File: config.mk
export PLATFORM = sky130hd
export DESIGN_NAME = xog_core
export DESIGN_NICKNAME = d
export VERILOG_FILES = /design/src/xog_pkg.sv /design/src/xog_counter.sv /design/src/xog_core.sv
export SDC_FILE = /design/constraint.sdc
export NUM_CORES = 1
export LEC_CHECK = 0
export BUFFER_PORTS_ARGS = -buffer_cell sky130_fd_sc_hd__buf_2
export CAP_MARGIN = 40
export CORE_ASPECT_RATIO = 2
export CORE_MARGIN = 8
export CORE_UTILIZATION = 35
export DETAILED_ROUTE_END_ITERATION = 10
export GPL_TIMING_DRIVEN = 0
export PLACE_DENSITY = 0.53
export SLEW_MARGIN = 20
export SYNTH_ARGS = -nofsm -noshare
export SYNTH_HDL_FRONTEND = slang
export SYNTH_SLANG_ARGS = --single-unit
export TNS_END_PERCENT = 5
File: constraint.sdc
create_clock -name mclk -period 2.25 [get_ports mclk]
set_input_delay 0.45 -clock mclk [delete_from_list [all_inputs] [get_ports mclk]]
set_output_delay 0.45 -clock mclk [all_outputs]
set_load 0.005 [all_outputs]
File: src/xog_pkg.sv
// Shared constants and types of the crystal oscillator start-up gate.
// Assumes a single 250 MHz mclk domain; all pad and control inputs are synchronous to it.
`default_nettype none

package xog_pkg;

	// Oscillator states
	typedef enum logic [1:0] {
		XOG_OFF,
		XOG_STARTUP,
		XOG_STABLE,
		XOG_EXTCLK
	} xog_state_t;

	// Start-up counter
	localparam int unsigned  STARTUP_W      = 13;
	localparam logic [12:0]  STARTUP_CYCLES = 13'h1000;   // Raw oscillator edges before release
	localparam logic [12:0]  CNT_RST        = 13'h0000;

	// Control settings: positions inside the load-capacitor field and reset values
	localparam int unsigned  CAP_W          = 4;
	localparam int unsigned  CAP_2P_BIT     = 3;
	localparam int unsigned  CAP_4P_BIT     = 2;
	localparam int unsigned  CAP_8P_BIT     = 1;
	localparam int unsigned  CAP_16P_BIT    = 0;
	localparam logic [3:0]   CAP_RST        = 4'h0;
	localparam logic         REF_EN_RST     = 1'h0;
	localparam logic         STOP_KEEP_RST  = 1'h0;

endpackage : xog_pkg

`default_nettype wire

File: src/xog_counter.sv
// Saturating start-up counter of raw oscillator edges.
// Assumes tick is a one-cycle pulse per raw oscillator rising edge seen in mclk.
`default_nettype none

module xog_counter (
	input  wire logic                          mclk,
	input  wire logic                          resetn,
	input  wire logic                          clear,
	input  wire logic                          tick,
	output logic [xog_pkg::STARTUP_W-1:0]      count,
	output logic                               done
);

	typedef struct packed {
		logic [xog_pkg::STARTUP_W-1:0] cnt;
		logic                          done;
	} xog_cnt_t;

	xog_cnt_t s_r;
	xog_cnt_t s_nxt;

	// Count up to the terminal value and hold there until cleared
	always_comb begin
		s_nxt = s_r;
		if (clear) begin
			s_nxt.cnt = xog_pkg::CNT_RST;                                   // RULE9
		end else if (tick && (s_r.cnt != xog_pkg::STARTUP_CYCLES)) begin
			s_nxt.cnt = s_r.cnt + 13'h0001;                                 // RULE3
		end
		s_nxt.done = (s_nxt.cnt == xog_pkg::STARTUP_CYCLES);             // RULE4 RULE18
	end

	// State register
	always_ff @(posedge mclk or negedge resetn) begin
		if (!resetn) begin
			s_r <= '0;
		end else begin
			s_r <= s_nxt;
		end
	end

	assign count = s_r.cnt;
	assign done  = s_r.done;
endmodule : xog_counter

`default_nettype wire

File: src/xog_core.sv
// Crystal oscillator control: state walk, start-up gating, pad coupling, stop behaviour.
// Assumes raw_osc_clock and osc_input_pad are slow against mclk and synchronous to it.
//
// How it works
// RULE1 - With no clock needed, go off, raw clock static, minimal current; here the raw clock still follows the input pad when source select is 0.
// RULE2 - Off state decouples input pad and drive pad from oscillator logic.
// RULE3 - Enable with internal source enters startup; raw edges clock the counter.
// RULE4 - Output clock stays gated until 4096 raw cycles were counted.
// RULE5 - Enabled, internal source and count done means stable output clock.
// RULE6 - Enabled with internal source cleared buffers input pad onto output clock.
// RULE7 - Controller sets source select to 1 for crystal, 0 for pad clock.
// RULE8 - Oscillator mode uses both pads; external mode leaves drive pad free.
// RULE9 - No own reset state; counter clears whenever clocks are not generated.
// RULE10 - Never issue a reset request to the system.
// RULE11 - In stop, keep oscillating only if reference enable and stop keep set.
// RULE12 - Low leakage stop retains settings; functional if both bits set before.
// RULE13 - Waking from very low leakage stop clears all control bits.
// RULE14 - No interrupt is ever raised.
// RULE15 - Reference enable gates the external reference clock output.
// RULE16 - Reference clock runs in stop only if enabled before entry.
// RULE17 - Controller must not change range or power settings while running.
// RULE18 - Counter saturates; done and open gate persist until disabled.
// RULE19 - Output gate changes only while raw clock is low.
`default_nettype none

module xog_core (
	input  wire logic                       mclk,
	input  wire logic                       resetn,
	input  wire logic                       clocks_required,
	input  wire logic                       internal_source_select,
	input  wire logic                       raw_osc_clock,
	input  wire logic                       osc_input_pad,
	input  wire logic                       stop_mode,
	input  wire logic                       low_leak_stop,
	input  wire logic                       very_low_leak_wake,
	input  wire logic                       cfg_wr,
	input  wire logic                       cfg_ref_clock_enable,
	input  wire logic                       cfg_ref_clock_stop_keep,
	input  wire logic [xog_pkg::CAP_W-1:0]  cfg_cap_load,
	output logic                            osc_clk_out,
	output logic                            ext_ref_clock,
	output logic                            startup_count_done,
	output logic [1:0]                      osc_state,
	output logic                            input_pad_couple,
	output logic                            amp_enable,
	output logic                            osc_drive_pad_o,
	output logic                            osc_drive_pad_oe,
	output logic                            ref_clock_enable,
	output logic                            ref_clock_stop_keep,
	output logic [xog_pkg::CAP_W-1:0]       cap_load,
	output logic                            sys_reset_req
);

	typedef struct packed {
		xog_pkg::xog_state_t        st;
		logic                       raw_q;
		logic                       gate;
		logic                       clk_out;
		logic                       ext_ref;
		logic                       stop_q;
		logic                       keep_lat;
		logic                       rclk_en;
		logic                       stop_keep;
		logic [xog_pkg::CAP_W-1:0]  cap;
		logic                       in_couple;
		logic                       amp_en;
		logic                       drv_o;
		logic                       drv_oe;
		logic                       rst_req;
	} xog_core_t;

	xog_core_t s_r;
	xog_core_t s_nxt;

	logic                            any_stop;
	logic                            keep_now;
	logic                            gen_en;
	logic                            raw_sel;
	logic                            tick;
	logic                            cnt_clear;
	logic                            cnt_done;
	logic [xog_pkg::STARTUP_W-1:0]   cnt_val;

	// Keep-alive decision: taken from the live settings on the stop entry cycle,
	// so a kept oscillator never drops out for one cycle while the latch fills
	always_comb begin
		any_stop = stop_mode | low_leak_stop;
		if (any_stop && !s_r.stop_q) begin
			keep_now = s_r.rclk_en & s_r.stop_keep;                              // RULE16
		end else begin
			keep_now = s_r.keep_lat & any_stop;
		end
	end

	// Clock generation is wanted outside stop, or in stop when kept alive
	always_comb begin
		gen_en = clocks_required & (~any_stop | keep_now);                       // RULE11 RULE12
	end

	// Raw clock: amplifier output while running, pad clock when external, else static
	always_comb begin
		if (internal_source_select) begin
			raw_sel = s_r.amp_en & raw_osc_clock;                                // RULE1 RULE3
		end else begin
			raw_sel = osc_input_pad;                                             // RULE6
		end
		tick      = raw_sel & ~s_r.raw_q & s_r.amp_en;                          // RULE3
		cnt_clear = ~(gen_en & internal_source_select);                          // RULE9
	end

	// Start-up counter, counting raw edges
	xog_counter u_counter (
		.mclk   (mclk),
		.resetn (resetn),
		.clear  (cnt_clear),
		.tick   (tick),
		.count  (cnt_val),
		.done   (cnt_done)
	);

	// Next state of the whole block
	always_comb begin
		s_nxt        = s_r;
		s_nxt.raw_q  = raw_sel;
		s_nxt.stop_q = any_stop;

		// State walk
		if (!gen_en) begin
			s_nxt.st = xog_pkg::XOG_OFF;                                         // RULE1
		end else if (!internal_source_select) begin
			s_nxt.st = xog_pkg::XOG_EXTCLK;                                      // RULE6
		end else if (cnt_done) begin
			s_nxt.st = xog_pkg::XOG_STABLE;                                      // RULE5
		end else begin
			s_nxt.st = xog_pkg::XOG_STARTUP;                                     // RULE3
		end

		// Pad coupling per state
		case (s_nxt.st)
			xog_pkg::XOG_OFF: begin
				s_nxt.in_couple = 1'b0;                                          // RULE2
				s_nxt.amp_en    = 1'b0;                                          // RULE2
			end
			xog_pkg::XOG_STARTUP,
			xog_pkg::XOG_STABLE: begin
				s_nxt.in_couple = 1'b1;                                          // RULE8
				s_nxt.amp_en    = 1'b1;                                          // RULE8
			end
			xog_pkg::XOG_EXTCLK: begin
				s_nxt.in_couple = 1'b1;
				s_nxt.amp_en    = 1'b0;                                          // RULE8
			end
			default: begin
				s_nxt.in_couple = 1'b0;
				s_nxt.amp_en    = 1'b0;
			end
		endcase
		s_nxt.drv_oe = s_nxt.amp_en;                                             // RULE2 RULE8
		s_nxt.drv_o  = s_nxt.amp_en & ~osc_input_pad;                            // Inverting amplifier

		// Gate opens after the count or in external mode, and moves only on a low raw clock
		if (!raw_sel) begin
			s_nxt.gate = (s_nxt.st == xog_pkg::XOG_STABLE) ||
			             (s_nxt.st == xog_pkg::XOG_EXTCLK);                     // RULE4 RULE19
		end
		s_nxt.clk_out = raw_sel & s_r.gate;                                      // RULE4 RULE18

		// Stop keep-alive is held from stop entry and dropped when stop ends
		s_nxt.keep_lat = keep_now;                                               // RULE16
		s_nxt.ext_ref  = raw_sel & s_r.gate & s_r.rclk_en &
		                 (~any_stop | keep_now);                                 // RULE15 RULE16

		// Control settings: cleared on deep wake, held through low leakage stop
		if (very_low_leak_wake) begin
			s_nxt.rclk_en   = xog_pkg::REF_EN_RST;                               // RULE13
			s_nxt.stop_keep = xog_pkg::STOP_KEEP_RST;                            // RULE13
			s_nxt.cap       = xog_pkg::CAP_RST;                                  // RULE13
		end else if (cfg_wr && !low_leak_stop) begin
			s_nxt.rclk_en   = cfg_ref_clock_enable;                              // RULE12
			s_nxt.stop_keep = cfg_ref_clock_stop_keep;
			s_nxt.cap       = cfg_cap_load;
		end

		// No reset request and no interrupt exist in this block
		s_nxt.rst_req = 1'b0;                                                    // RULE10 RULE14
	end

	// State register
	always_ff @(posedge mclk or negedge resetn) begin
		if (!resetn) begin
			s_r           <= '0;
			s_r.st        <= xog_pkg::XOG_OFF;
			s_r.rclk_en   <= xog_pkg::REF_EN_RST;
			s_r.stop_keep <= xog_pkg::STOP_KEEP_RST;
			s_r.cap       <= xog_pkg::CAP_RST;
		end else begin
			s_r <= s_nxt;
		end
	end

	// Outputs straight from the state register, done straight from the counter register
	assign osc_clk_out         = s_r.clk_out;
	assign ext_ref_clock       = s_r.ext_ref;
	assign startup_count_done  = cnt_done;
	assign osc_state           = s_r.st;
	assign input_pad_couple    = s_r.in_couple;
	assign amp_enable          = s_r.amp_en;
	assign osc_drive_pad_o     = s_r.drv_o;
	assign osc_drive_pad_oe    = s_r.drv_oe;
	assign ref_clock_enable    = s_r.rclk_en;
	assign ref_clock_stop_keep = s_r.stop_keep;
	assign cap_load            = s_r.cap;
	assign sys_reset_req       = s_r.rst_req;
endmodule : xog_core

`default_nettype wire

==> results.md <==
* Initial core utilization at 0.364
* Slew @ Worst Pin at 0.707 ns
* Hold Slack at 0.212 ns
* Fin Setup TNS at -0.103 ns
* Die Area at 7390 µm²
* CP max FO at 4
* YS warnings at 0
* Max clock buf depth at 2
* Placed Area at 1890 µm²
* Htree depth at 2
* Clock skew at 0.00983 ns
* Area of the multi-input gates at 855 µm²
* Worst EP arrival at 2.52 ns
* Layout area overhead at 24.5%
* Net Sw Power at 261 µW
* Cell taking the most area after synthesis: dfrtp_1
* TritonCTS clock tree: done
* Crit. End Element: flip-flop
* Drt pass-1 iters at 4
* CTS buffer count at 5
* DRC at 0
* Top Ports at 32
* Mean Syn Cell Area at 10.2 µm²
* WS Path Type: reg -> reg
* HPWL Detailed at 3020 µm
* Buffers on Ports at 30
* Switching part of the total at 0.239
* Pins over their slew limit at 0
* Fillers at 470
* DR iter-0 viols at 16
* Area share of the largest cell type after synthesis at 0.463
* GRT Resource Usage Total at 0.113
* Die X at 64.9 µm
* Fmax at 425 MHz
* Clock power frac at 0.381
* Worst rel slew slack at 0.529
* Data required time of the worst path at 2.42 ns
* Layout Nets at 225
* Max-cap viol count at 0
* Reg clk slew, reported paths at 0.07 ns
* Final Hold Violating Endpoints at 0
* Antenna Nets Post-Route at 0
* Non-filler cells, final at 260
* Comb power frac at 0.090
* EDFF count, synth at 0
* Initial antenna violation count at 0
* Critical Path Source Type: flip-flop
* Root Buffer: clkbuf_8
* Status: finished, violations left
* Sequential share of power at 0.529
* WL final at 3930 µm
* Pin count of the biggest net entering global routing at 32
* Post-synth ARST share at 1.00
* Count leader, synth: dfrtp_1
* WL/cell at 15.1 µm
* Pwr Density at 523 nW/µm²
* Internal power at 830 µW
* ANT cells at 0
* FF/Latch Area at 778 µm²
* First-pass GRT wire length at 6430 µm
* Std cell rows at 35
* Pre-CTS setup slack at -0.226 ns
* Die Y at 114 µm
* Synth Register Bits at 31
* Post-CTS Hold Buffers at 0
* Final worst setup slack at -0.103 ns
* Post-synthesis sequential area ratio at 0.463
* RSZ-0062 raised after global routing: yes
* Netlist area before placement at 1670 µm²
* Finish-stage setup viols at 1
* Core Util, Final at 0.453
* Synth area leaders: dfrtp_1 46%, nor2_1 5.8%, xnor2_1 4.7%, buf_4 4.0%, ha_1 3.7%
* Vias per inst at 4.92
* Placer Congestion at 0.941
* Tcrit/Tclk final at 1.05
* Number of global-route vias before repair at 1441
* Design Area, Final at 2080 µm²
* Static leakage at 0.985 nW
* Clk_lat worst skew at 0.29 ns
* DR vias at 1278
* Post-synth cell types at 46
* Grt total ovfl at 0
* Ratio of cells with drive above 1 in the final layout at 0.351
* Core box area at 4600 µm²
* Minimum clock period at 2.35 ns
* TritonCTS Sinks at 31
* Placed insts at 249
* Cells after Synth at 164
* Failing checks: setup timing
* Most used DFF post-synth: dfrtp_1
* Most frequent cells after synthesis: 31 x dfrtp_1, 26 x nor2_1
* Min-delay worst type: in -> async
* Post-synth net total at 185
* Total power at 1.09 mW
* VDD IR max at 503 µV
## sequential cells by signal (all words and copies together) (netlist names), 2 cells and up
register / flops
cap_load: 4
osc_state: 2
s_r: 4
u_counter.count: 13
## power by group through the flow
stage / Sequential, mW / Clock [mW] / Combinational [mW]
CTS: 0.577 / 0.429 / 0.0987
global route: 0.578 / 0.452 / 0.110
finish: 0.577 / 0.416 / 0.0979
global placement: 0.587 / 0 / 0.0925
floorplan: 0.586 / 0 / 0.0455
detailed placement: 0.587 / 0 / 0.0952
## cell type report
| type | instances | area share |
|---|---|---|
| clock buffers | 7 | 0.0366 |
| multi-input cells | 110 | 0.410 |
| well taps | 55 | 0.0330 |
| clock inverters | 1 | 0.00240 |
| repair buffers | 33 | 0.0828 |
| flip-flops and latches | 31 | 0.373 |
| plain buffers | 13 | 0.0438 |
| inverters | 10 | 0.0180 |
## cells in the final DEF (no fill, tap or decap), drive strengths merged, types with 2 or more instances in the layout
| cell type | synthesis | layout |
|---|---|---|
| nor3 | 4 | 4 |
| clkbuf | 2 | 9 |
| ha | 5 | 5 |
| nand3 | 9 | 9 |
| a21oi | 2 | 2 |
| nor4 | 2 | 2 |
| xor2 | 5 | 5 |
| nand2b | 2 | 2 |
| buf | 11 | 44 |
| nand2 | 9 | 9 |
| a21o | 2 | 2 |
| or3 | 2 | 2 |
| inv | 10 | 10 |
| nor2 | 26 | 26 |
| dfrtp | 31 | 31 |
| nand4 | 4 | 4 |
| xnor2 | 9 | 9 |
| a2111oi | 2 | 2 |
| mux2i | 7 | 7 |
## worst paths after layout
kind	start	end	slack, ns	depth (start not counted)
max	u_counter.count[0]$_DFF_PN0_	u_counter.done$_DFF_PN0_	-0.10	8
min	resetn	u_counter.count[2]$_DFF_PN0_	0.21	1
max reg2reg	u_counter.count[0]$_DFF_PN0_	u_counter.done$_DFF_PN0_	-0.10	8
min reg2reg	s_r[15]$_DFFE_PN0P_	osc_clk_out$_DFF_PN0_	0.51	1
max in group asynchronous	resetn	u_counter.count[1]$_DFF_PN0_	1.54	1
min in group mclk	osc_input_pad	osc_drive_pad_o$_DFF_PN0_	0.36	2
## cells by family after synthesis
group,count (synthesis),share of synthesized area
multiplexers,7,0.0441
buffers and inverters,23,0.0770
XOR/XNOR,14,0.0732
flip-flops,31,0.463
AO/OA/AOI/OAI,16,0.0942
adder cells (fa/ha/maj),5,0.0374
AND/OR/NAND/NOR,67,0.209
other,1,0.00224
## worst max-delay path, stage by stage (launching register included)
cell,delay [ns]
dfrtp_2,0.42
inv_2,0.08
ha_4,0.12
or3b_4,0.35
or4_4,0.57
o221ai_4,0.18
a2111oi_4,0.10
o32ai_2,0.33
nor3_2,0.08
## repair_timing
action	CTS	global route
buffers inserted	3	0
pin swaps	6	2
gates resized for setup	11	5
setup endpoints to repair	2	1
## layer usage
layer,wire length (µm),share of wire,global-route usage
met5,0,0,0
met4,144,0.037,0.0762
met3,148,0.038,0.0275
met2,2270,0.58,0.218
met1,1370,0.35,0.0946
Power figures use the tool's default switching activity.
